$ cat src/fetx_pkg.sv
// Package of constants, types and code tables for the fast Ethernet transmit coding path.
package fetx_pkg;

  // Code-group, nibble, address and scrambler widths, and the FIFO depth.
  localparam int unsigned CODE_W  = 5;
  localparam int unsigned NIB_W   = 4;
  localparam int unsigned ADDR_W  = 5;
  localparam int unsigned LFSR_W  = 11;
  localparam int unsigned FIFO_DEPTH = 32;

  // Control code-groups.
  localparam logic [4:0] CODE_J    = 5'h18;  // 11000, first half of the start pair.
  localparam logic [4:0] CODE_K    = 5'h11;  // 10001, second half of the start pair.
  localparam logic [4:0] CODE_T    = 5'h0D;  // 01101, first half of the end pair.
  localparam logic [4:0] CODE_R    = 5'h07;  // 00111, second half of the end pair.
  localparam logic [4:0] CODE_IDLE = 5'h1F;  // 11111, idle fill.
  localparam logic [4:0] CODE_H    = 5'h04;  // 00100, transmit error.

  // Scrambler feedback taps (x^11 + x^9 + 1) and seed fill bits.
  localparam int unsigned LFSR_TAP_HI = 10;
  localparam int unsigned LFSR_TAP_LO = 8;
  localparam logic        SEED_FILL   = 1'b1;
  localparam logic [1:0]  SEED_WAIT   = 2'h3;  // Cycles the seed is reloaded after reset.

  // Timing: system clock period, dibit period on the MAC side and serial bit period, in ns.
  localparam int unsigned CLK_PERIOD_NS = 50;
  localparam int unsigned DIBIT_NS      = 20;  // 50 MHz reference rate.
  localparam int unsigned BIT_NS        = 8;   // 125 MHz serial rate.
  // Least times round up, and nothing is shorter than one cycle.
  localparam int unsigned DIBIT_CYC_RAW = (DIBIT_NS + CLK_PERIOD_NS - 1) / CLK_PERIOD_NS;
  localparam int unsigned DIBIT_CYC     = (DIBIT_CYC_RAW < 1) ? 1 : DIBIT_CYC_RAW;
  localparam int unsigned BIT_CYC_RAW   = (BIT_NS + CLK_PERIOD_NS - 1) / CLK_PERIOD_NS;
  localparam int unsigned BIT_CYC       = (BIT_CYC_RAW < 1) ? 1 : BIT_CYC_RAW;
  localparam logic [2:0]  LAST_BIT      = 3'h4;  // Index of the last bit of a code-group.

  // MLT-3 level walk: zero, plus, zero, minus.
  localparam logic [1:0] MLT_ZERO_A = 2'h0;
  localparam logic [1:0] MLT_PLUS   = 2'h1;
  localparam logic [1:0] MLT_ZERO_B = 2'h2;
  localparam logic [1:0] MLT_MINUS  = 2'h3;

  // Front-end states, Gray coded along idle, start, data, end.
  typedef enum logic [1:0] {
    FETX_IDLE = 2'h0,
    FETX_SSDK = 2'h1,
    FETX_DATA = 2'h3,
    FETX_ESDR = 2'h2
  } fetx_state_t;

  // Maps a data nibble to its code-group.
  function automatic logic [4:0] fetx_encode(input logic [3:0] nib);
    logic [4:0] c;
    c = CODE_IDLE;
    unique case (nib)
      4'h0: c = 5'h1E;
      4'h1: c = 5'h09;
      4'h2: c = 5'h14;
      4'h3: c = 5'h15;
      4'h4: c = 5'h0A;
      4'h5: c = 5'h0B;
      4'h6: c = 5'h0E;
      4'h7: c = 5'h0F;
      4'h8: c = 5'h12;
      4'h9: c = 5'h13;
      4'hA: c = 5'h16;
      4'hB: c = 5'h17;
      4'hC: c = 5'h1A;
      4'hD: c = 5'h1B;
      4'hE: c = 5'h1C;
      4'hF: c = 5'h1D;
    endcase
    return c;
  endfunction

  // Maps a code-group back to {is_data, nibble}.
  function automatic logic [4:0] fetx_decode(input logic [4:0] c);
    logic [4:0] r;
    r = 5'h00;
    for (int i = 0; i < 16; i++) begin
      if (fetx_encode(4'(i)) == c) begin
        r = {1'b1, 4'(i)};
      end
    end
    return r;
  endfunction

  // True for the code-groups that are never sent and flag an error on receive.
  function automatic logic fetx_invalid(input logic [4:0] c);
    return (c == 5'h00) || (c == 5'h01) || (c == 5'h02) || (c == 5'h03) || (c == 5'h05) ||
           (c == 5'h06) || (c == 5'h08) || (c == 5'h0C) || (c == 5'h10) || (c == 5'h19);
  endfunction

endpackage

$ cat src/fetx_fifo_if.sv
// Interface carrying code-groups between the encoder front end and the FIFO.
`timescale 1ns/1ps
interface fetx_fifo_if #(
  parameter int unsigned W = 5
);
  logic         wr_valid;  // Writer offers a word.
  logic         wr_ready;  // FIFO has room.
  logic [W-1:0] wr_data;   // Word being offered.
  logic         rd_valid;  // FIFO output register holds a word.
  logic         rd_ready;  // Reader takes the word this cycle.
  logic [W-1:0] rd_data;   // Registered output word.

  modport src  (output wr_valid, output wr_data, input wr_ready,
                input rd_valid, input rd_data, output rd_ready);
  modport fifo (input wr_valid, input wr_data, output wr_ready,
                output rd_valid, output rd_data, input rd_ready);
endinterface

$ cat src/fetx_fifo.sv
// Code-group FIFO with a registered output word and honest full and empty.
`timescale 1ns/1ps
module fetx_fifo #(
  parameter int unsigned W     = 5,
  parameter int unsigned DEPTH = 32
) (
  input  wire logic clk_sys,
  input  wire logic reset_n,
  fetx_fifo_if.fifo port_f
);
  localparam int unsigned AW = $clog2(DEPTH);

  logic [W-1:0] mem [DEPTH];   // Storage array.
  logic [AW:0]  wp_q, wp_d;    // Write pointer with wrap bit.
  logic [AW:0]  rp_q, rp_d;    // Read pointer with wrap bit.
  logic [W-1:0] out_q, out_d;  // Output register.
  logic         ov_q, ov_d;    // Output register holds a word.
  logic         empty, full;   // Storage state.
  logic         push, pull;    // Storage moves this cycle.

  assign empty = (wp_q == rp_q);
  assign full  = (wp_q[AW] != rp_q[AW]) && (wp_q[AW-1:0] == rp_q[AW-1:0]);
  assign port_f.wr_ready = !full;
  assign port_f.rd_valid = ov_q;
  assign port_f.rd_data  = out_q;

  // Next-state logic: refill the output register whenever it is free or being taken.
  always_comb begin
    push  = port_f.wr_valid && !full;
    pull  = !empty && (!ov_q || port_f.rd_ready);
    wp_d  = push ? wp_q + 1'b1 : wp_q;
    rp_d  = pull ? rp_q + 1'b1 : rp_q;
    out_d = pull ? mem[rp_q[AW-1:0]] : out_q;
    ov_d  = pull ? 1'b1 : (port_f.rd_ready ? 1'b0 : ov_q);
  end

  // Registers; the array itself has no reset, which keeps it a plain memory.
  always_ff @(posedge clk_sys) begin
    if (push) begin
      mem[wp_q[AW-1:0]] <= port_f.wr_data;
    end
    if (!reset_n) begin
      wp_q  <= '0;
      rp_q  <= '0;
      out_q <= '0;
      ov_q  <= 1'b0;
    end else begin
      wp_q  <= wp_d;
      rp_q  <= rp_d;
      out_q <= out_d;
      ov_q  <= ov_d;
    end
  end
endmodule

$ cat src/fetx_tx_coder.sv
// Transmit coding path: dibit assembly, 4B/5B encoding, scrambling, serialising, NRZI and MLT-3.
`timescale 1ns/1ps
module fetx_tx_coder #(
  parameter int unsigned DIBIT_CYC  = fetx_pkg::DIBIT_CYC,
  parameter int unsigned FIFO_DEPTH = fetx_pkg::FIFO_DEPTH
) (
  input  wire logic       clk_sys,
  input  wire logic       reset_n,
  input  wire logic       tx_en_pin,
  input  wire logic [1:0] tx_dibit_pin,
  input  wire logic       tx_err_pin,
  input  wire logic [4:0] phy_mgmt_address,
  output logic            tx_ready,
  input  wire logic [4:0] rx_code,
  input  wire logic       rx_code_vld,
  input  wire logic       rx_dv,
  output logic [3:0]      rx_nibble,
  output logic            rx_err,
  output logic            tx_nrzi,
  output logic            line_out_pos,
  output logic            line_out_neg
);

  ////////////////////////////////////////////////////////////////////////////////
  // Pin synchronisers.

  logic [1:0] en_s_q;     // Enable synchroniser stages.
  logic [3:0] dib_s_q;    // Dibit synchroniser, two stages of two bits.
  logic [1:0] err_s_q;    // Error synchroniser stages.
  logic [9:0] addr_s_q;   // Address synchroniser, two stages of five bits.
  logic       en_s;       // Synchronised enable.
  logic [1:0] dib_s;      // Synchronised dibit.
  logic       err_s;      // Synchronised error.
  logic [4:0] addr_s;     // Synchronised address.

  // Every tx pin and the address cross two flops; only the second stage is read.
  always_ff @(posedge clk_sys) begin
    en_s_q   <= {en_s_q[0], tx_en_pin};
    dib_s_q  <= {dib_s_q[1:0], tx_dibit_pin};
    err_s_q  <= {err_s_q[0], tx_err_pin};
    addr_s_q <= {addr_s_q[4:0], phy_mgmt_address};
  end

  assign en_s   = en_s_q[1];
  assign dib_s  = dib_s_q[3:2];
  assign err_s  = err_s_q[1];
  assign addr_s = addr_s_q[9:5];

  ////////////////////////////////////////////////////////////////////////////////
  // Dibit sample divider.

  localparam int unsigned DW = (DIBIT_CYC > 1) ? $clog2(DIBIT_CYC) : 1;
  logic [DW-1:0] div_q, div_d;  // Sample divider count.
  logic          tick;          // One-cycle sample enable at the dibit rate.

  // Divider: one sample pulse every DIBIT_CYC cycles.
  always_comb begin
    tick  = (div_q == DW'(DIBIT_CYC - 1));
    div_d = tick ? '0 : div_q + 1'b1;
  end

  always_ff @(posedge clk_sys) begin
    if (!reset_n) begin
      div_q <= '0;
    end else begin
      div_q <= div_d;
    end
  end

  ////////////////////////////////////////////////////////////////////////////////
  // Front end: assemble nibbles and pick the code-group for the FIFO.

  fetx_fifo_if #(.W(fetx_pkg::CODE_W)) fq ();

  fetx_pkg::fetx_state_t st_q, st_d;  // Front-end state.
  logic       half_q, half_d;         // Low dibit of the nibble is held.
  logic [1:0] low_q, low_d;           // Held low dibit.
  logic       nerr_q, nerr_d;         // Error seen during this nibble.
  logic [4:0] code_q, code_d;         // Pending code-group.
  logic       pend_q, pend_d;         // Pending code-group not yet taken by the FIFO.
  logic [4:0] hold_q, hold_d;         // First nibble parked behind K; the idle code means empty.
  logic       slot;                   // Pending slot is free or being freed.
  logic       step;                   // Front end consumes a sample this cycle.

  // The pending slot stalls sampling, so a full FIFO pushes back to the MAC via tx_ready.
  assign slot     = !pend_q || fq.wr_ready;
  assign step     = tick && slot;
  assign tx_ready = slot;
  assign fq.wr_valid = pend_q;
  assign fq.wr_data  = code_q;

  // Next-state logic of the front end.
  always_comb begin
    st_d   = st_q;
    half_d = half_q;
    low_d  = low_q;
    nerr_d = nerr_q;
    code_d = code_q;
    hold_d = hold_q;
    pend_d = pend_q && !fq.wr_ready;
    unique case (st_q)
      fetx_pkg::FETX_IDLE: begin
        // Dibits with enable low are ignored whatever their value.
        if (step && en_s) begin
          code_d = fetx_pkg::CODE_J;
          pend_d = 1'b1;
          low_d  = dib_s;
          half_d = 1'b1;
          nerr_d = err_s;
          st_d   = fetx_pkg::FETX_SSDK;
        end
      end
      fetx_pkg::FETX_SSDK: begin
        // K follows J as soon as the slot frees, before any data group.
        if (slot) begin
          code_d = fetx_pkg::CODE_K;
          pend_d = 1'b1;
          st_d   = fetx_pkg::FETX_DATA;
        end
        if (step && en_s) begin
          // The first nibble completes while K holds the slot, so it is parked for one slot.
          hold_d = (nerr_q || err_s) ? fetx_pkg::CODE_H : fetx_pkg::fetx_encode({dib_s, low_q});
          half_d = 1'b0;
        end
      end
      fetx_pkg::FETX_DATA: begin
        if (hold_q != fetx_pkg::CODE_IDLE && slot) begin
          code_d = hold_q;
          pend_d = 1'b1;
          hold_d = fetx_pkg::CODE_IDLE;
          low_d  = dib_s;
          half_d = step && en_s;
          nerr_d = err_s;
        end else if (step && !en_s) begin
          // A trailing half nibble is dropped; the end pair closes the stream.
          code_d = fetx_pkg::CODE_T;
          pend_d = 1'b1;
          half_d = 1'b0;
          st_d   = fetx_pkg::FETX_ESDR;
        end else if (step && half_q) begin
          // An error in either half replaces the whole nibble.
          code_d = (nerr_q || err_s) ? fetx_pkg::CODE_H
                                     : fetx_pkg::fetx_encode({dib_s, low_q});
          pend_d = 1'b1;
          half_d = 1'b0;
          nerr_d = 1'b0;
        end else if (step) begin
          low_d  = dib_s;
          half_d = 1'b1;
          nerr_d = err_s;
        end
      end
      fetx_pkg::FETX_ESDR: begin
        if (slot) begin
          code_d = fetx_pkg::CODE_R;
          pend_d = 1'b1;
          st_d   = fetx_pkg::FETX_IDLE;
        end
      end
    endcase
  end

  // Front-end registers.
  always_ff @(posedge clk_sys) begin
    if (!reset_n) begin
      st_q   <= fetx_pkg::FETX_IDLE;
      half_q <= 1'b0;
      low_q  <= 2'h0;
      nerr_q <= 1'b0;
      code_q <= fetx_pkg::CODE_IDLE;
      hold_q <= fetx_pkg::CODE_IDLE;
      pend_q <= 1'b0;
    end else begin
      st_q   <= st_d;
      half_q <= half_d;
      low_q  <= low_d;
      nerr_q <= nerr_d;
      code_q <= code_d;
      hold_q <= hold_d;
      pend_q <= pend_d;
    end
  end

  // Buffer between the dibit rate and the serial rate.
  fetx_fifo #(
    .W     (fetx_pkg::CODE_W),
    .DEPTH (FIFO_DEPTH)
  ) u_fifo (
    .clk_sys (clk_sys),
    .reset_n (reset_n),
    .port_f  (fq.fifo)
  );

  ////////////////////////////////////////////////////////////////////////////////
  // Serial side: shift out, scramble, NRZI and MLT-3, one bit per cycle.

  logic [4:0]  sh_q, sh_d;      // Code-group shift register, MSB first.
  logic [2:0]  bit_q, bit_d;    // Bit index within the code-group.
  logic [10:0] lfsr_q, lfsr_d;  // Scrambler state.
  logic [1:0]  seed_q, seed_d;  // Seed reload countdown after reset.
  logic        nrzi_q, nrzi_d;  // NRZI line bit.
  logic [1:0]  mlt_q, mlt_d;    // MLT-3 level index.
  logic        sbit;            // Scrambled bit of this cycle.
  logic        last;            // Last bit of the code-group goes out now.

  assign last = (bit_q == fetx_pkg::LAST_BIT);
  assign fq.rd_ready = last;
  assign sbit = sh_q[4] ^ lfsr_q[fetx_pkg::LFSR_TAP_HI];

  // Next-state logic of the serial chain; all of it steps on the one clock.
  always_comb begin
    bit_d  = last ? 3'h0 : bit_q + 3'h1;
    // An empty FIFO at a group boundary yields idle, so idle fills every gap.
    sh_d   = last ? (fq.rd_valid ? fq.rd_data : fetx_pkg::CODE_IDLE)
                  : {sh_q[3:0], 1'b0};
    seed_d = (seed_q != 2'h0) ? seed_q - 2'h1 : 2'h0;
    // The address picks the seed; the fill bit keeps the state away from all zeros.
    lfsr_d = (seed_q != 2'h0)
           ? {fetx_pkg::SEED_FILL, addr_s, ~addr_s}
           : {lfsr_q[9:0], lfsr_q[fetx_pkg::LFSR_TAP_HI] ^ lfsr_q[fetx_pkg::LFSR_TAP_LO]};
    nrzi_d = nrzi_q ^ sbit;
    mlt_d  = sbit ? mlt_q + 2'h1 : mlt_q;
  end

  // Serial registers.
  always_ff @(posedge clk_sys) begin
    if (!reset_n) begin
      bit_q  <= 3'h0;
      sh_q   <= fetx_pkg::CODE_IDLE;
      seed_q <= fetx_pkg::SEED_WAIT;
      lfsr_q <= '1;
      nrzi_q <= 1'b0;
      mlt_q  <= fetx_pkg::MLT_ZERO_A;
    end else begin
      bit_q  <= bit_d;
      sh_q   <= sh_d;
      seed_q <= seed_d;
      lfsr_q <= lfsr_d;
      nrzi_q <= nrzi_d;
      mlt_q  <= mlt_d;
    end
  end

  // Line outputs; both low means the zero level.
  assign tx_nrzi      = nrzi_q;
  assign line_out_pos = (mlt_q == fetx_pkg::MLT_PLUS);
  assign line_out_neg = (mlt_q == fetx_pkg::MLT_MINUS);

  ////////////////////////////////////////////////////////////////////////////////
  // Receive-side meaning of a code-group.

  logic [3:0] rxn_q, rxn_d;  // Decoded nibble.
  logic       rxe_q, rxe_d;  // Receive error flag.
  logic [4:0] rx_dec;        // {is_data, nibble}.

  // Decode; invalid groups only count as errors while data valid is active.
  always_comb begin
    rx_dec = fetx_pkg::fetx_decode(rx_code);
    rxn_d  = (rx_code_vld && rx_dec[4]) ? rx_dec[3:0] : rxn_q;
    rxe_d  = rx_code_vld && rx_dv && fetx_pkg::fetx_invalid(rx_code);
  end

  always_ff @(posedge clk_sys) begin
    if (!reset_n) begin
      rxn_q <= 4'h0;
      rxe_q <= 1'b0;
    end else begin
      rxn_q <= rxn_d;
      rxe_q <= rxe_d;
    end
  end

  assign rx_nibble = rxn_q;
  assign rx_err    = rxe_q;
endmodule

$ cat config.mk
export PLATFORM = sky130hd
export DESIGN_NAME = fetx_tx_coder
export DESIGN_NICKNAME = d
export VERILOG_FILES = /design/src/fetx_pkg.sv /design/src/fetx_fifo_if.sv /design/src/fetx_fifo.sv /design/src/fetx_tx_coder.sv
export SDC_FILE = /design/constraint.sdc
export NUM_CORES = 1
export LEC_CHECK = 0
export BUFFER_PORTS_ARGS = -buffer_cell sky130_fd_sc_hd__buf_4
export CELL_PAD_IN_SITES_DETAIL_PLACEMENT = 0
export CELL_PAD_IN_SITES_GLOBAL_PLACEMENT = 2
export CORE_MARGIN = 10
export CORE_UTILIZATION = 48
export DETAILED_ROUTE_END_ITERATION = 7
export GPL_ROUTABILITY_DRIVEN = 0
export PLACE_DENSITY_LB_ADDON = 0.1
export SYNTH_ARGS = -nofsm -noshare
export SYNTH_HDL_FRONTEND = slang
export SYNTH_SLANG_ARGS = --single-unit
$ cat constraint.sdc
create_clock -name clk_sys -period 3.6 [get_ports clk_sys]
set_input_delay 0.72 -clock clk_sys [delete_from_list [all_inputs] [get_ports clk_sys]]
set_output_delay 0.72 -clock clk_sys [all_outputs]
set_load 0.03 [all_outputs]
* Word-level counts from Yosys, hierarchy flattened
Memories as Yosys holds them, arrays and structs flattened. A register that Yosys moved wholly into a read port is not among the register bits.
Cells that the tools add are included.
** Operators by class
- $add $sub $neg :: 6
- Equality and inequality tests :: 48
- Muxes and demuxes :: 67
- Bitwise operators :: 6
- Reductions and logical operators :: 47
** Operators with widths (number)
- 2-to-1 mux 5 bit :: 28
- equality test 5 bit (first input constant) :: 11
- equality test 4 x 5 -> 1 bit (first input constant) :: 5
- 2-to-1 mux 2 bit :: 11
- 2-to-1 mux 1 bit :: 20
- one-hot mux 5 bit (4 select lines) :: 1
- inequality test 2 bit (second input constant) :: 7
- adder 6 x 1 -> 6 bit (second input constant) :: 2
- logical AND 1 bit :: 12
- logical OR 1 bit :: 12
- AND reduction 4 bit :: 3
- equality test 5 x 2 -> 1 bit (second input constant) :: 2
- equality test 5 x 3 -> 1 bit (second input constant) :: 2
- equality test 5 x 4 -> 1 bit (second input constant) :: 2
- equality test 5 bit (second input constant) :: 2
- 2-to-1 mux 10 bit :: 1
- inequality test 5 bit (second input constant) :: 2
- one-hot mux 5 bit (2 select lines) :: 1
- AND reduction 5 bit :: 2
- inequality test 3 bit (second input constant) :: 3
- inequality test 4 bit (second input constant) :: 2
- one-hot mux 2 bit (4 select lines) :: 1
- nonzero test 2 bit :: 4
- equality test 2 bit (second input constant) :: 3
- 23 further kinds :: 35
** Word-level totals
- Register bits :: 78
- Memory bits (writable) :: 160
- Bits in read-only memories :: 160
- Bits of input ports :: 18
- Output and inout bits :: 9
- Word-level logic and storage cells :: 201
- Memories :: 3
** Memory list
- u_fifo.mem :: depth 32, width 5, rd ports 1, clocked after Yosys merged registers in 1, write ports 1, RTL line fetx_fifo.sv:13 : logic [W-1:0] mem [DEPTH];
- (no name shown) :: depth 16, width 5, rd ports 1, clocked after Yosys merged registers in 0, write ports 0, RTL line fetx_pkg.sv:54 : unique case (nib)
- (no name shown) :: depth 16, width 5, rd ports 1, clocked after Yosys merged registers in 0, write ports 0, RTL line fetx_pkg.sv:54

* Depth between registers and ports, before layout
- Word-level depth :: 18
- Depth in mapped cells :: 8
- Mapped depth without buffers :: 7

* Modules after synthesis
From an unflattened synthesis, not the netlist that was laid out.
** Second synthesis, totals
- Cells, all modules :: 719
- Area total of the unflattened synthesis :: 9944.5 um^2
** Modules (own cells, without submodules)
- fetx_fifo :: instances 1, cells an instance 412, area each 7196.9 um^2, sequential area each 5165.0 um^2
- fetx_tx_coder :: instances 1, cells an instance 307, area each 2747.6 um^2, sequential area each 1301.2 um^2

* Least setup slack after synthesis
No wires, ideal clock.
- Path type :: reg-to-output
- Start point :: register u_fifo.wp_q[4]
- End point :: output tx_ready
- Data arrival time :: 1.384 ns
- Required time :: 2.880 ns
- Path slack :: 1.496 ns
- Stages on the path, launching flop included :: 6
- Path buffers :: 1
- Path through :: dfxtp_1 > buf_6 > xor2_2 > or4b_4 > nor2_8 > inv_4
** Between the ends
- Word-level cells in the longest chain between the ends :: 4
** Ends and longest elaborated chain
- start, declared :: RTL line fetx_fifo.sv:14 : logic [AW:0] wp_q, wp_d;
- start signal, assigned :: RTL line fetx_fifo.sv:48 : wp_q <= wp_d;
- equality test 5 bit :: RTL line fetx_fifo.sv:22 : assign full = (wp_q[AW] != rp_q[AW]) && (wp_q[AW-1:0] == rp_q[AW-1:0]);
- logical AND 1 bit :: RTL line fetx_fifo.sv:22
- zero test 1 bit :: RTL line fetx_fifo.sv:23 : assign port_f.wr_ready = !full;
- logical OR 1 bit :: RTL line fetx_tx_coder.sv:86 : assign slot = !pend_q || fq.wr_ready;
- end, declared :: RTL line fetx_tx_coder.sv:13 : output logic tx_ready,
No other way between the ends.

* Worst setup path in the final report
- Start point :: register u_fifo.rp_q[2]
- End point :: output tx_ready
** Between the ends
- Word-level cells in the longest chain between the ends :: 4
** Ends and longest elaborated chain
- start, declared :: RTL line fetx_fifo.sv:15 : logic [AW:0] rp_q, rp_d;
- start signal, assigned :: RTL line fetx_fifo.sv:49 : rp_q <= rp_d;
- equality test 5 bit :: RTL line fetx_fifo.sv:22
- logical AND 1 bit :: RTL line fetx_fifo.sv:22
- zero test 1 bit :: RTL line fetx_fifo.sv:23
- logical OR 1 bit :: RTL line fetx_tx_coder.sv:86
No other way between the ends.

==> metrics.md <==
| Metric | Value |
|---|---|
| I/O pin cnt | `27` |
| Hold-fix buffer count after cts | `0` |
| Synthesized area | `0.01004 mm^2` |
| Number of remaining DRC errors | `0` |
| Count of final max-slew check failures | `0` |
| Largest net degree at the start of global routing | `44` |
| Worst hold margin | `0.2907 ns` |
| Cell Chain, Critical Path | `xor2_1 -> or3_1 -> nor2_8 -> inv_4 -> buf_4` |
| Row Count | `52` |
| CP Capture Type | `primary output` |
| Die width | `164.6 um` |
| Post-CTS Resized | `0` |
| Peak VDD IR | `0.0005188 V` |
| Synth area leader | `edfxtp_1` |
| Vias/cell | `5.764` |
| First-pass GRT wire length | `34.73 mm` |
| Setup TNS | `0 ns` |
| Area growth, synth to finish | `12.57%` |
| Vias in the first global route | `6,009` |
| Placed Cells | `988` |
| Final WL | `22.37 mm` |
| Antenna viol nets, final | `0` |
| Synth async-reset ratio | `0%` |
| Nets | `778` |
| Largest fanout on the critical path | `13` |
| Sw Pwr | `2.356 mW` |
| Seq pwr share | `45.1%` |
| Worst-path clk slew | `0.06 ns` |
| RSZ-0062 raised after global routing | `false` |
| Share of the synthesized area in the top cell type | `47.86%` |
| Highest clock rate | `308.6 MHz` |
| Clock buffer count from CTS | `25` |
| Power share of the combinational group | `23.6%` |
| Initial DRC Count | `528` |
| Number of port buffers | `26` |
| H-tree depth | `1` |
| Post-synth EDFFs | `160` |
| Global route total overflow | `0` |
| Main synth FF type | `edfxtp_1` |
| Routed WL per cell | `21.63 um` |
| Layout Skew | `0.007265 ns` |
| Fin util | `55.32%` |
| Synth cell types | `70` |
| CP bufs+invs | `2` |
| Yosys synthesis warning count | `0` |
| Die Y | `164.6 um` |
| Max_cap viols | `0` |
| Slowest CP cell | `dfxtp_1` |
| PD cells | `696.3 mW/mm^2` |
| Vias | `5,960` |
| Synth Area per Inst | `14.00 um^2` |
| Leakage power | `3.716 nW` |
| Initial Util | `49.14%` |
| Root Buffer | `clkbuf_16` |
| Slew HR | `45.78%` |
| Worst hold-check path type | `input port to flop` |
| Worst slew pin tran | `0.8132 ns` |
| Post-Syn Instances | `717` |
| Final setup vio count | `0` |
| Largest stage delay on the critical path | `0.64 ns` |
| Initial antenna violation count | `0` |
| Die ar. | `0.02710 mm^2` |
| Register area share after synthesis | `64.41%` |
| Worst Setup Start Kind | `flop` |
| Hold Vio Cnt, Final | `0` |
| Top delay family on crit path | `simple AND/OR/NAND/NOR gates` |
| CTS tree | `yes` |
| Share of cells above drive strength 1 | `16.62%` |
| Sw Share | `29.94%` |
| Status | `finished, final reports clean` |
| Final period util | `90.01%` |
| Kind of critical path | `flop to primary output` |
| Total GRT Usage | `16.65%` |
| Crit path required time | `2.88 ns` |
| Detailed placement HPWL | `14.43 mm` |
| Core ar. | `0.02043 mm^2` |
| Synthesized netlist net count | `750` |
| Clock buffer depth | `3` |
| DRT Pass-1 Iters | `5` |
| Internal power | `5.513 mW` |
| Clock share of power | `31.3%` |
| Worst-Skew Late Latency | `0.53 ns` |
| Post-CTS repair timing setup buffer count | `0` |
| Clock sinks | `243` |
| Top post-synthesis cells by area | `edfxtp_1 48%, dfxtp_1 17%, mux4_2 9.0%` |
| Cell Count, Final, Fillers Out | `1,034` |
| CP arrival | `2.52 ns` |
| Post-route minimum period | `3.240 ns` |
| Diodes inserted | `0` |
| Synth Register Bits | `243` |
-- flip-flops by register name (all words and copies together), names as in the netlist, 2 cells and up --
name / flops
u_fifo.mem: 160
lfsr_q: 11
addr_s_q: 10
u_fifo.rp_q: 6
u_fifo.wp_q: 6
code_q: 5
hold_q: 5
sh_q: 5
u_fifo.port_f.rd_data: 5
dib_s_q: 4
rx_nibble: 4
bit_q: 3
en_s_q: 2
err_s_q: 2
low_q: 2
mlt_q: 2
seed_q: 2
st_q: 2
-- layer usage --
| layer | up-vias | track usage (%) | share of wire (%) |
|---|---|---|---|
| met5 | - | 0 | 0 |
| met4 | 0 | 4.670 | 1.8 |
| met3 | 32 | 2.664 | 4.8 |
| met2 | 137 | 26.56 | 48 |
| met1 | 2998 | 23.21 | 46 |
| li1 | 2793 | - | - |
-- worst paths after layout --
| path | slack, ns | endpoint | depth (start not counted) | start |
|---|---|---|---|---|
| worst max-delay path | 0.36 | tx_ready | 5 | u_fifo.rp_q[2] |
| worst min-delay path | 0.29 | dib_s_q[1] | 1 | tx_dibit_pin[1] |
| worst max register to register | 0.66 | u_fifo.mem[20][1] | 5 | u_fifo.rp_q[2] |
| worst min register to register | 0.33 | addr_s_q[6] | 0 | addr_s_q[1] |
-- layout by cell type, fill, tap and decap left out, types with 5 or more instances in the layout --
| master | Yosys | routed |
|---|---|---|
| nand2_1 | 39 | 39 |
| xor2_1 | 8 | 8 |
| dfxtp_1 | 83 | 81 |
| clkbuf_16 | 0 | 27 |
| clkbuf_1 | 22 | 10 |
| buf_4 | 1 | 38 |
| a22oi_1 | 9 | 9 |
| nor2_1 | 69 | 69 |
| mux2i_1 | 22 | 22 |
| edfxtp_1 | 160 | 160 |
| a211oi_1 | 6 | 6 |
| xnor2_1 | 11 | 11 |
| o21a_1 | 7 | 7 |
| nand3b_1 | 5 | 5 |
| ha_1 | 15 | 15 |
| o211ai_1 | 5 | 5 |
| nor4_1 | 5 | 5 |
| nand3_1 | 13 | 13 |
| inv_1 | 19 | 19 |
| mux4_2 | 40 | 40 |
| or3_1 | 7 | 7 |
| nand2b_1 | 5 | 5 |
| o21ai_0 | 32 | 32 |
| a21oi_1 | 29 | 29 |
| nor2b_1 | 6 | 6 |
| nor3b_1 | 6 | 6 |
-- cell usage after synthesis, drive strengths merged (3+ instances only) --
cell and instances:
a2111oi 4, a211oi 6, a21oi 29, a22oi 9, a2bb2oi 4, a32oi 3
and2 4, and3 3, buf 15, clkbuf 22, dfxtp 83, edfxtp 160
ha 15, inv 20, mux2i 22, mux4 40, nand2 39, nand2b 5
nand3 13, nand3b 5, nand4 4, nor2 70, nor2b 6, nor3 4
nor3b 6, nor4 5, nor4b 4, o2111ai 3, o211ai 6, o21a 7
o21ai 32, o311ai 4, o31ai 3, or2 4, or3 7, or4 3
xnor2 11, xor2 9
-- area by class of cell --
type,count,area [um^2]
Fill cell,1702,9128
Multi-Input combinational cell,417,3334
Sequential cell,243,6469
Tap cell,270,337.8
Clock inverter,6,43.79
Inverter,20,77.57
Timing Repair Buffer,38,285.3
Clock buffer,40,754.5
-- metrics by stage --
stage	area [um^2]	total power, mW	worst slack, ns
global placement	10500	5.469	0.8764
floorplan	10040	4.839	1.496
CTS	11300	7.948	0.3466
detailed placement	10500	5.479	0.6734
finish	11300	7.869	0.3597
global route	11300	8.268	0.2084
-- power by group through the flow --
| stage | sequential [mW] | combinational [mW] | clock [mW] |
|---|---|---|---|
| floorplan | 3.65 | 1.19 | 0 |
| global placement | 3.60 | 1.87 | 0 |
| detailed placement | 3.61 | 1.87 | 0 |
| CTS | 3.55 | 1.88 | 2.52 |
| global route | 3.57 | 2.06 | 2.63 |
| finish | 3.55 | 1.86 | 2.46 |
-- logic make-up after synthesis --
kind of cell             synth area share (%)
AND/OR/NAND/NOR                         9.484
multiplexers                            11.17
flip-flops                              64.41
buffers and inverters                   2.380
XOR/XNOR                                1.820
adder cells (fa/ha/maj)                 1.869
AO/OA/AOI/OAI                           8.836
other                                 0.03735
No activity file was read; power rests on OpenSTA's default activity.
